<file path="src/eau_pkg.sv">
// Package with constants, modes, states and carriers of the effective-address unit.
package eau_pkg;

	// Addressing modes requested by the instruction sequencer.
	typedef enum logic [1:0] {
		EAU_MODE_EXTENDED = 2'h0,
		EAU_MODE_DIRECT = 2'h1,
		EAU_MODE_REGISTER = 2'h2,
		EAU_MODE_INDEXED = 2'h3
	} eau_mode_e;

	// Sequencer states, one-hot.
	typedef enum logic [3:0] {
		EAU_ST_IDLE = 4'h1,
		EAU_ST_FETCH = 4'h2,
		EAU_ST_CALC = 4'h4,
		EAU_ST_IND = 4'h8
	} eau_state_e;

	// Postbyte field positions.
	localparam int EAU_PB_FORM_BIT = 7;
	localparam int EAU_PB_RR_MSB = 6;
	localparam int EAU_PB_RR_LSB = 5;
	localparam int EAU_PB_IND_BIT = 4;
	localparam int EAU_PB_OFF5_MSB = 4;

	// Pointer select codes.
	localparam logic [1:0] EAU_RR_FIRST_INDEX = 2'h0;
	localparam logic [1:0] EAU_RR_SECOND_INDEX = 2'h1;
	localparam logic [1:0] EAU_RR_USER_STACK = 2'h2;
	localparam logic [1:0] EAU_RR_HW_STACK = 2'h3;

	// Low-nibble forms of a postbyte with bit 7 set.
	localparam logic [3:0] EAU_F_INC1 = 4'h0;
	localparam logic [3:0] EAU_F_INC2 = 4'h1;
	localparam logic [3:0] EAU_F_DEC1 = 4'h2;
	localparam logic [3:0] EAU_F_DEC2 = 4'h3;
	localparam logic [3:0] EAU_F_ZERO = 4'h4;
	localparam logic [3:0] EAU_F_ACC_LOW = 4'h5;
	localparam logic [3:0] EAU_F_ACC_HIGH = 4'h6;
	localparam logic [3:0] EAU_F_OFF8 = 4'h8;
	localparam logic [3:0] EAU_F_OFF16 = 4'h9;
	localparam logic [3:0] EAU_F_ACC_DOUBLE = 4'hB;
	localparam logic [3:0] EAU_F_PC8 = 4'hC;
	localparam logic [3:0] EAU_F_PC16 = 4'hD;
	localparam logic [3:0] EAU_F_EXT_IND = 4'hF;

	// Additional cycles of the non-indirect forms; indirect adds EAU_CYC_IND_ADD, except extended indirect, which uses EAU_CYC_EXT_IND alone.
	localparam logic [3:0] EAU_CYC_INC1 = 4'h2;
	localparam logic [3:0] EAU_CYC_INC2 = 4'h3;
	localparam logic [3:0] EAU_CYC_ZERO = 4'h0;
	localparam logic [3:0] EAU_CYC_ONE = 4'h1;
	localparam logic [3:0] EAU_CYC_FOUR = 4'h4;
	localparam logic [3:0] EAU_CYC_PC16 = 4'h5;
	localparam logic [3:0] EAU_CYC_IND_ADD = 4'h3;
	localparam logic [3:0] EAU_CYC_EXT_IND = 4'h5;

	// Reset values.
	localparam logic [7:0] EAU_PAGE_BASE_RESET = 8'h00;
	localparam logic [15:0] EAU_ADDR_RESET = 16'h0000;

	// Register values handed over with a request.
	typedef struct packed {
		logic [15:0] first_index;
		logic [15:0] second_index;
		logic [15:0] user_stack;
		logic [15:0] hw_stack;
		logic [7:0] accumulator_high;
		logic [7:0] accumulator_low;
	} eau_ptrs_s;

	// Result handed back when the address is ready.
	typedef struct packed {
		logic [15:0] effective_address;
		logic [7:0] register_selector;
		logic [3:0] extra_cycles;
		logic [1:0] extra_bytes;
		logic undefined;
		logic ptr_write;
		logic [1:0] ptr_select;
		logic [15:0] ptr_value;
	} eau_result_s;

endpackage

</file>
<file path="src/eau_unit.sv">
// Effective-address unit: fetches operand bytes and forms the operand address.
// Notes on behaviour
// RL1 - Extended: two bytes form absolute address.
// RL2 - Extended indirect: read address from memory.
// RL3 - Direct: one byte gives low address.
// RL4 - Direct: high byte from page base.
// RL5 - Reset clears page base to zero.
// RL6 - Register mode: next byte selects registers.
// RL7 - Indexed postbyte chooses type, variant, pointer.
// RL8 - Pointer field selects index, index, user, hardware.
// RL9 - Zero offset uses pointer directly.
// RL10 - Constant offset sign-extends, pointer stays unchanged.
// RL11 - Bit 7 clear: 5-bit offset, no indirect.
// RL12 - 8-bit offset from one following byte.
// RL13 - 16-bit offset from two following bytes.
// RL14 - Accumulator high or low as signed offset.
// RL15 - Double accumulator offset, nothing altered.
// RL16 - Post-increment, pre-decrement by one or two.
// RL17 - Program counter usable as offset base.
// RL18 - Indirect reads two bytes, high first.
// RL19 - Undefined postbytes flagged, result unspecified.
`timescale 1ns/1ps
`default_nettype none

module eau_unit
	import eau_pkg::*;
(
	// Clock and reset.
	input wire logic clk,
	input wire logic reset,
	// Request from the instruction sequencer.
	input wire logic start,
	input wire eau_mode_e mode,
	input wire logic [15:0] operand_addr,
	input wire eau_ptrs_s ptrs,
	// Page base load from the register transfer logic.
	input wire logic page_base_load,
	input wire logic [7:0] page_base_value,
	// Program and data memory read port.
	output logic mem_rd,
	output logic [15:0] mem_addr,
	input wire logic mem_ack,
	input wire logic [7:0] mem_rdata,
	// Result.
	output logic busy,
	output logic done,
	output eau_result_s result,
	output logic [7:0] page_base_register
);

	eau_state_e state_reg, state_next;
	eau_mode_e mode_reg, mode_next;
	eau_ptrs_s ptrs_reg, ptrs_next;
	eau_result_s result_reg, result_next;
	logic [15:0] fetch_addr_reg, fetch_addr_next;
	logic [15:0] buf_reg, buf_next;
	logic [7:0] post_reg, post_next;
	logic [1:0] need_reg, need_next;
	logic got_post_reg, got_post_next;
	logic rd_reg, rd_next;
	logic [15:0] addr_reg, addr_next;
	logic busy_reg, busy_next;
	logic done_reg, done_next;
	logic [7:0] page_base_reg, page_base_next;

	// Decode of the captured postbyte.
	logic [15:0] ptr;
	logic [15:0] ea_calc;
	logic [15:0] wb_value;
	logic wb_en;
	logic ind;
	logic undef;
	logic [3:0] cyc;
	logic [3:0] form;
	logic [1:0] rr;

	always_comb begin
		rr = post_reg[EAU_PB_RR_MSB:EAU_PB_RR_LSB];
		form = post_reg[3:0];
		ind = post_reg[EAU_PB_FORM_BIT] & post_reg[EAU_PB_IND_BIT];
		case (rr) // RL8
			EAU_RR_FIRST_INDEX: ptr = ptrs_reg.first_index;
			EAU_RR_SECOND_INDEX: ptr = ptrs_reg.second_index;
			EAU_RR_USER_STACK: ptr = ptrs_reg.user_stack;
			default: ptr = ptrs_reg.hw_stack;
		endcase
		ea_calc = EAU_ADDR_RESET;
		wb_value = ptr;
		wb_en = 1'b0;
		undef = 1'b0;
		cyc = EAU_CYC_ZERO;
		if (!post_reg[EAU_PB_FORM_BIT]) begin
			// Offset inside the postbyte; the indirect bit is part of the offset here.
			ea_calc = ptr + {{11{post_reg[EAU_PB_OFF5_MSB]}}, post_reg[4:0]}; // RL11 RL10
			cyc = EAU_CYC_ONE;
		end else begin
			case (form) // RL7
				EAU_F_INC1: begin
					ea_calc = ptr; // RL16
					wb_value = ptr + 16'h0001;
					wb_en = 1'b1;
					cyc = EAU_CYC_INC1;
					undef = ind;
				end
				EAU_F_INC2: begin
					ea_calc = ptr; // RL16
					wb_value = ptr + 16'h0002;
					wb_en = 1'b1;
					cyc = EAU_CYC_INC2;
				end
				EAU_F_DEC1: begin
					ea_calc = ptr - 16'h0001; // RL16
					wb_value = ptr - 16'h0001;
					wb_en = 1'b1;
					cyc = EAU_CYC_INC1;
					undef = ind;
				end
				EAU_F_DEC2: begin
					ea_calc = ptr - 16'h0002; // RL16
					wb_value = ptr - 16'h0002;
					wb_en = 1'b1;
					cyc = EAU_CYC_INC2;
				end
				EAU_F_ZERO: ea_calc = ptr; // RL9
				EAU_F_ACC_LOW: begin
					ea_calc = ptr + {{8{ptrs_reg.accumulator_low[7]}}, ptrs_reg.accumulator_low}; // RL14
					cyc = EAU_CYC_ONE;
				end
				EAU_F_ACC_HIGH: begin
					ea_calc = ptr + {{8{ptrs_reg.accumulator_high[7]}}, ptrs_reg.accumulator_high}; // RL14
					cyc = EAU_CYC_ONE;
				end
				EAU_F_OFF8: begin
					ea_calc = ptr + {{8{buf_reg[7]}}, buf_reg[7:0]}; // RL12 RL10
					cyc = EAU_CYC_ONE;
				end
				EAU_F_OFF16: begin
					ea_calc = ptr + buf_reg; // RL13 RL10
					cyc = EAU_CYC_FOUR;
				end
				EAU_F_ACC_DOUBLE: begin
					ea_calc = ptr + {ptrs_reg.accumulator_high, ptrs_reg.accumulator_low}; // RL15
					cyc = EAU_CYC_FOUR;
				end
				EAU_F_PC8: begin
					// The program counter already points past the offset byte.
					ea_calc = fetch_addr_reg + {{8{buf_reg[7]}}, buf_reg[7:0]}; // RL17
					cyc = EAU_CYC_ONE;
				end
				EAU_F_PC16: begin
					ea_calc = fetch_addr_reg + buf_reg; // RL17
					cyc = EAU_CYC_PC16;
				end
				EAU_F_EXT_IND: begin
					ea_calc = buf_reg; // RL2
					cyc = EAU_CYC_EXT_IND;
					undef = !(ind && rr == EAU_RR_FIRST_INDEX);
				end
				default: begin
					undef = 1'b1; // RL19
				end
			endcase
			if (ind && form != EAU_F_EXT_IND) begin
				cyc = cyc + EAU_CYC_IND_ADD;
			end
		end
	end

	// Next-state logic of the sequencer.
	always_comb begin
		state_next = state_reg;
		mode_next = mode_reg;
		ptrs_next = ptrs_reg;
		result_next = result_reg;
		fetch_addr_next = fetch_addr_reg;
		buf_next = buf_reg;
		post_next = post_reg;
		need_next = need_reg;
		got_post_next = got_post_reg;
		rd_next = rd_reg;
		addr_next = addr_reg;
		done_next = 1'b0;
		page_base_next = page_base_reg;
		if (page_base_load) begin
			page_base_next = page_base_value;
		end
		case (state_reg)
			EAU_ST_IDLE: begin
				if (start) begin
					mode_next = mode;
					ptrs_next = ptrs;
					fetch_addr_next = operand_addr;
					addr_next = operand_addr;
					rd_next = 1'b1;
					got_post_next = 1'b0;
					need_next = (mode == EAU_MODE_EXTENDED) ? 2'h2 : 2'h1; // RL1 RL3
					result_next = '0;
					state_next = EAU_ST_FETCH;
				end
			end
			EAU_ST_FETCH: begin
				if (rd_reg && mem_ack) begin
					fetch_addr_next = fetch_addr_reg + 16'h0001;
					addr_next = fetch_addr_reg + 16'h0001;
					if (mode_reg == EAU_MODE_INDEXED && !got_post_reg) begin
						post_next = mem_rdata;
						got_post_next = 1'b1;
						need_next = need_from_form(mem_rdata); // RL7
					end else begin
						buf_next = {buf_reg[7:0], mem_rdata}; // RL1
						need_next = need_reg - 2'h1;
					end
					if (need_next == 2'h0) begin
						rd_next = 1'b0;
						state_next = EAU_ST_CALC;
					end
				end
			end
			EAU_ST_CALC: begin
				case (mode_reg)
					EAU_MODE_EXTENDED: begin
						result_next.effective_address = buf_reg; // RL1
						result_next.extra_bytes = 2'h2;
						done_next = 1'b1;
						state_next = EAU_ST_IDLE;
					end
					EAU_MODE_DIRECT: begin
						result_next.effective_address = {page_base_reg, buf_reg[7:0]}; // RL3 RL4
						result_next.extra_bytes = 2'h1;
						done_next = 1'b1;
						state_next = EAU_ST_IDLE;
					end
					EAU_MODE_REGISTER: begin
						result_next.register_selector = buf_reg[7:0]; // RL6
						result_next.extra_bytes = 2'h1;
						done_next = 1'b1;
						state_next = EAU_ST_IDLE;
					end
					default: begin
						result_next.extra_cycles = cyc;
						result_next.extra_bytes = need_from_form(post_reg);
						result_next.undefined = undef; // RL19
						result_next.ptr_write = wb_en && !undef; // RL16
						result_next.ptr_select = rr;
						result_next.ptr_value = wb_value;
						result_next.effective_address = ea_calc;
						if (ind && !undef) begin
							addr_next = ea_calc; // RL18
							rd_next = 1'b1;
							need_next = 2'h2;
							state_next = EAU_ST_IND;
						end else begin
							done_next = 1'b1;
							state_next = EAU_ST_IDLE;
						end
					end
				endcase
			end
			EAU_ST_IND: begin
				if (rd_reg && mem_ack) begin
					buf_next = {buf_reg[7:0], mem_rdata}; // RL18
					need_next = need_reg - 2'h1;
					addr_next = addr_reg + 16'h0001;
					if (need_reg == 2'h1) begin
						rd_next = 1'b0;
						result_next.effective_address = {buf_reg[7:0], mem_rdata}; // RL18 RL2
						done_next = 1'b1;
						state_next = EAU_ST_IDLE;
					end
				end
			end
			default: begin
				rd_next = 1'b0;
				state_next = EAU_ST_IDLE;
			end
		endcase
		busy_next = (state_next != EAU_ST_IDLE);
	end

	// Bytes that follow the postbyte for a given postbyte.
	function automatic logic [1:0] need_from_form(input logic [7:0] pb);
		logic [1:0] n;
		n = 2'h0;
		if (pb[EAU_PB_FORM_BIT]) begin
			if (pb[3:0] == EAU_F_OFF8 || pb[3:0] == EAU_F_PC8) begin
				n = 2'h1;
			end else if (pb[3:0] == EAU_F_OFF16 || pb[3:0] == EAU_F_PC16 ||
				pb[3:0] == EAU_F_EXT_IND) begin
				n = 2'h2;
			end
		end
		return n;
	endfunction

	always_ff @(posedge clk) begin
		if (reset) begin
			state_reg <= EAU_ST_IDLE;
			mode_reg <= EAU_MODE_EXTENDED;
			ptrs_reg <= '0;
			result_reg <= '0;
			fetch_addr_reg <= EAU_ADDR_RESET;
			buf_reg <= EAU_ADDR_RESET;
			post_reg <= 8'h00;
			need_reg <= 2'h0;
			got_post_reg <= 1'b0;
			rd_reg <= 1'b0;
			addr_reg <= EAU_ADDR_RESET;
			busy_reg <= 1'b0;
			done_reg <= 1'b0;
			page_base_reg <= EAU_PAGE_BASE_RESET; // RL5
		end else begin
			state_reg <= state_next;
			mode_reg <= mode_next;
			ptrs_reg <= ptrs_next;
			result_reg <= result_next;
			fetch_addr_reg <= fetch_addr_next;
			buf_reg <= buf_next;
			post_reg <= post_next;
			need_reg <= need_next;
			got_post_reg <= got_post_next;
			rd_reg <= rd_next;
			addr_reg <= addr_next;
			busy_reg <= busy_next;
			done_reg <= done_next;
			page_base_reg <= page_base_next;
		end
	end

	assign mem_rd = rd_reg;
	assign mem_addr = addr_reg;
	assign busy = busy_reg;
	assign done = done_reg;
	assign result = result_reg;
	assign page_base_register = page_base_reg;

endmodule // eau_unit

`default_nettype wire

</file>
<file path="config.mk">
export PLATFORM = sky130hd
export DESIGN_NAME = eau_unit
export DESIGN_NICKNAME = d
export VERILOG_FILES = /design/src/eau_pkg.sv /design/src/eau_unit.sv
export SDC_FILE = /design/constraint.sdc
export NUM_CORES = 1
export LEC_CHECK = 0
export BUFFER_PORTS_ARGS = -buffer_cell sky130_fd_sc_hd__buf_2
export CAP_MARGIN = 20
export CORE_MARGIN = 10
export CORE_UTILIZATION = 35
export CTS_BUF_LIST = sky130_fd_sc_hd__clkbuf_16
export DETAILED_ROUTE_END_ITERATION = 12
export GPL_TIMING_DRIVEN = 1
export PLACE_DENSITY = 0.66
export SETUP_SLACK_MARGIN = 0.05
export SLEW_MARGIN = 20
export SYNTH_ARGS = -nofsm -noshare
export SYNTH_HDL_FRONTEND = slang
export SYNTH_SLANG_ARGS = --single-unit
export TNS_END_PERCENT = 50
</file>
<file path="constraint.sdc">
create_clock -name clk -period 3.6 [get_ports clk]
set_input_delay 0.36 -clock clk [delete_from_list [all_inputs] [get_ports clk]]
set_output_delay 0.36 -clock clk [all_outputs]
set_load 0.005 [all_outputs]
</file>
-- Word-level counts from Yosys, hierarchy flattened
Index checks and enable logic that the tools add are counted.
- reduce and logical (&&, ||, !) cells: 46
- equality and inequality tests: 40
- mux-type cells: 75
- add/sub/neg operators: 16
- bitwise operators: 1
- operator list (kind ; count):
    $mux 16 ; 12
    $pmux 16 s11 ; 1
    $pmux 16 s3 ; 3
    $add 16x16->16 ; 8
    $pmux 16 s4 ; 2
    $pmux 34 s2 ; 1
    $pmux 16 s2 ; 2
    $mux 50 ; 1
    $add 16x1->16 const B ; 3
    $eq 4x4->1 const B ; 12
    $mux 4 ; 11
    $mux 2 ; 15
    $mux 20 ; 1
    $ne 2x2->1 const B ; 10
    $mux 1 ; 17
    $add 16x2->16 const B ; 1
    $eq 4x3->1 const B ; 4
    $pmux 4 s4 ; 1
    $sub 16x1->16 const B ; 1
    $sub 16x2->16 const B ; 1
    $pmux 3 s5 ; 1
    $eq 4x2->1 const B ; 3
    $reduce_and 3->1 ; 4
    $reduce_or 10->1 ; 1
    31 further kinds ; 62
- register bits after elaboration: 206
- bits of input ports: 119

-- Logic depth before layout (Yosys ltp)
- depth in word-level cells: 14
- depth in mapped cells: 16
- mapped depth without buffers: 14

-- Worst setup path before layout
Ideal clock, no wire load.
- path type: register -> register
- start: register post_reg[2]
- end: register result_reg (netlist bit result[48])
- setup time: 0.134 ns
- required time: 3.466 ns
- slack: -0.189 ns
- buffers on the path: 2
- period minus slack after synthesis: 3.789 ns
- stages on the path, launching flop included: 17
- arrival time: 3.655 ns
- cells stage by stage: dfxtp_1 clkbuf_1 nor4bb_1 clkbuf_1 nor2_1 nand2_1 nand2_1 ha_1 fa_1 a211o_1 a211oi_1 o21ai_0 a41oi_1 mux2i_1 a31oi_1 o31ai_1 a211oi_1
- longest elaborated chain between the ends: 6
- elaborated cells between the ends (all ways): 19
- RTL lines (what ; line ; RTL):
    start, declared ; eau_unit.sv:57 ; logic [7:0] post_reg, post_next;
    start signal, assigned ; eau_unit.sv:318 ; post_reg <= post_next;
    parallel branches: the longest is 3 deep, another holds $add 16x16->16 ; - ;
    $mux 16 (*) ; eau_unit.sv:92 ; if (!post_reg[EAU_PB_FORM_BIT]) begin
    $pmux 16 s3 (*) ; eau_unit.sv:220 ; case (mode_reg)
    $pmux 16 s3 (*) ; eau_unit.sv:187 ; case (state_reg)
    end signal, assigned ; eau_unit.sv:315 ; result_reg <= result_next;
    end, declared ; eau_unit.sv:54 ; eau_result_s result_reg, result_next;
Every way passes the cells marked *.
A chain may end at the register's enable or synchronous reset.

-- Worst setup path after layout
- start: register post_reg[2]
- end: register addr_reg[12] (netlist: mem_addr[12])
- longest elaborated chain between the ends: 8
- elaborated cells between the ends (all ways): 28
- RTL lines (what ; line ; RTL):
    parallel branches: the longest is 8 deep, another holds $add 16x16->16 ; - ;
    end signal, assigned ; eau_unit.sv:322 ; addr_reg <= addr_next;
    end, declared ; eau_unit.sv:61 ; logic [15:0] addr_reg, addr_next;
Several ways; the timed one is not identified. The select of a mux whose other input is x is not followed.

==> impl_results.md <==
* Outcome: finished clean
* Clock Sinks at approximately 200
* Residual DRC at 0
* Cell Area, Synth at 0.0138 mm²
* Min Hold Slack at approximately 0.061 ns
* Drt wl/cell at around 22 µm
* Synth Net Count at a little under 2k
* Fin. Hold Viols at 0
* Worst clock skew at between 0.015 and 0.02 ns
* Seq cells post-synth at roughly 210
* TritonRoute pass-1 iters at 9
* CTS tree: built
* Pleak at 7.05 nW
* Biggest area consumer among synthesized cells: dfxtp_1
* Cells on worst reg2reg path at 15
* Pwr Density at about 370 mW/mm²
* GP Congestion at ~1.0
* Crit path max-delay cell type: a221oi_2
* Worst-Margin Slew at slightly below 1 ns
* CP endpoint kind: flop
* Total Routed Length at ~57,000 µm
* Antenna cells at 0
* Chip height at 219 µm
* Cts-stage hold buffer count at 0
* Clk Latency, worst-skew pair at 0.54 ns
* Num CTS Buffers at 24
* Cell count after synthesis at 1,804
* Initial antenna violation count at 0
* Compound-Gate Fraction of Synth Area at between 20% and 30%
* Area fraction of the dominant cell type after synthesis at just under 30%
* Via count at 15.4k
* Largest net degree at the start of global routing at about 120
* Via/cell ratio at about 6
* CTS Buffer Depth at 3
* Main combinational cell family by area after synthesis: compound AO/OA/AOI/OAI gates
* Total core area at 0.0388 mm²
* Stages on the worst setup path at 15
* Fillers at 3,967
* Area of placed instances at roughly 0.016 mm²
* CP delay by family, top: compound AO/OA/AOI/OAI gates
* Worst Hold Depth at 3
* CTS clk-pin slew, worst paths at 0.07 ns
* Max stage delay on crit path at about 0.41 ns
* Mean Syn Cell Area at 7.66 µm²
* Tmin final at roughly 3.5 ns
* Design Area, Final at between 0.015 and 0.02 mm²
* Critical Path RT at ~4.0 ns
* Full die area at 0.0479 mm²
* Seq/Total Area, Yosys at 29.8%
* Worst hold path class: in -> reg
* Vias in the first global route at between 10k and 15k
* DR iter-0 viols at 1,848
* Slew margin rel. at between 30% and 40%
* Synth area leaders: dfxtp_1, nand2_1, a21oi_1, ha_1, nor2_1
* Port Buffers at around 200
* CP Data Arrival Time at ~4.0 ns
* Area Growth Syn to Fin at 24.6%
* H-tree lvl count at 1
* Max-slew violations at 0
* Final setup vio count at 0
* Top-count cell post-synth: nand2_1
* Share of layout cells above drive strength 1 at a little under a quarter
* CP Cell Sequence: buf_4 > nor3b_4 > nor2_2 > nand2_1 > nand2_2 > ha_4 > fa_2 > a211o_1 > a211oi_4 > o21ai_2 > a31oi_2 > xnor2_1 > a221oi_2 > a2bb2oi_2 > o31ai_1
* Asr flop ratio synth at 0%
* First-pass GRT wire length at roughly 86,000 µm
* Synth Area in Adders at approximately 5.7%
* Total GRT Usage at 22.6%
* Max FFs per register at 80
* YS warnings at 0
* Critical path class: reg -> reg
* Post-detail-place hpwl at ~44,000 µm
* Root Buffer: clkbuf_16
* Final Cycle Share at between 90 and 100%
* Distinct cell type count after synthesis at 90
* Die width at about 220 µm
* Final #Nets at around 2.2k
* Post-route ant nets at 0
* Post-layout util at 44.4%
* CP Launch Type: flop
* FMAX at approximately 0.28 GHz
* Count of flip-flops with a built-in enable after synthesis at 0
* Worst Path Max Fanout at 4
* Synth cell count leaders: nand2_1, dfxtp_1, a21oi_1, nor2_1, clkbuf_1
* Synth Area in Simple Gates at 22.5%
* WP buf/inv at 1
* RSZ-0062 raised after global routing: true
* Post-Synth XOR/XNOR Area at approximately 4.2%
* # Max-Cap Violations at 0
* Dominant synthesized flop cell: dfxtp_1
* Initial Utilization at a little over a third
* Worst VDD drop at between 0.2 and 0.3 mV
* IO Count at 196
* Rows at 72
* Overflow left after global routing at 0
* Mux share of post-synthesis cell area at roughly 5.8%
## layout by cell type, fill, tap and decap left out, drive strengths merged, types with 20 or more instances in the layout
cell type	netlist	routed
mux2i	42	42
clkbuf	99	25
xnor2	40	40
a31oi	24	24
ha	58	58
inv	32	35
nor2	190	190
a21o	21	21
a21oi	205	205
a211oi	22	22
buf	28	340
nand2	279	279
a22oi	41	41
nor3	37	37
dfxtp	206	206
xor2	26	26
and3	20	20
o21ai	95	95
nand3	43	43
## worst paths after layout
kind,start,to,slack (ns)
max reg2reg,post_reg[2],mem_addr[12],0.06
min reg2reg,ptrs_reg[21],ptrs_reg[21],0.45
min,ptrs[55],ptrs_reg[55],0.06
max,post_reg[2],mem_addr[12],0.06
## cells by family after synthesis
group | Yosys count
buffers and inverters | 161
AND/OR/NAND/NOR | 681
adder cells (fa/ha/maj) | 61
flip-flops | 206
multiplexers | 59
AO/OA/AOI/OAI | 570
XOR/XNOR | 66
## metal layers
metal / GRT usage [%] / routed length [µm] / vias up / part of all wire (%)
li1: - / - / 7060 / -
met5: 0 / 0 / - / 0
met1: 30.4 / 23700 / 7277 / 41
met3: 4.78 / 5890 / 161 / 10
met2: 34.0 / 24800 / 892 / 43
met4: 10.5 / 2860 / 0 / 5.0
## per-stage QoR
stage / power [mW] / TNS (ns) / worst slack [ns] / cells
2_1_floorplan: 3.38 / 0 / 0.0678 / 1804
3_3_place_gp: 3.92 / -0.889 / -0.420 / 2521
3_5_place_dp: 3.93 / -1.68 / -0.375 / 2521
4_1_cts: 6.38 / 0 / 0.0441 / 2568
5_1_grt: 6.67 / -0.0197 / -0.0154 / 2577
6_report: 6.43 / 0 / 0.0569 / 2577
## layout make-up
class / count / area (µm²) / area share (%)
Multi-Input combinational cell: 1437 / 9420 / 54.6
Clock buffer: 25 / 626 / 3.63
Inverter: 34 / 128 / 0.741
Tap cell: 518 / 648 / 3.76
Timing Repair Buffer: 340 / 2130 / 12.4
Sequential cell: 206 / 4130 / 24.0
Clock inverter: 17 / 153 / 0.886
## report_power, final
group / switching [mW] / internal (mW)
logic: 0.850 / 0.553
registers: 0.154 / 2.42
clock network: 1.05 / 1.41
## repair_timing
action / in CTS / in global routing
endpoints found under the setup margin: 18 / 23
endpoints found under the hold margin: 0 / 0
pin swaps: 11 / 33
buffers inserted: 5 / 9
resized for setup: 30 / 62
## worst register-to-register path, cell delays in order (launching register included)
cell and delay [ns]:
dfxtp_2 0.33, buf_4 0.14, nor3b_4 0.25, nor2_2 0.10, nand2_1 0.09, nand2_2 0.07
ha_4 0.18, fa_2 0.36, a211o_1 0.37, a211oi_4 0.32, o21ai_2 0.12, a31oi_2 0.24
xnor2_1 0.11, a221oi_2 0.41, a2bb2oi_2 0.20, o31ai_1 0.09
(Power assumes the default switching activity.)
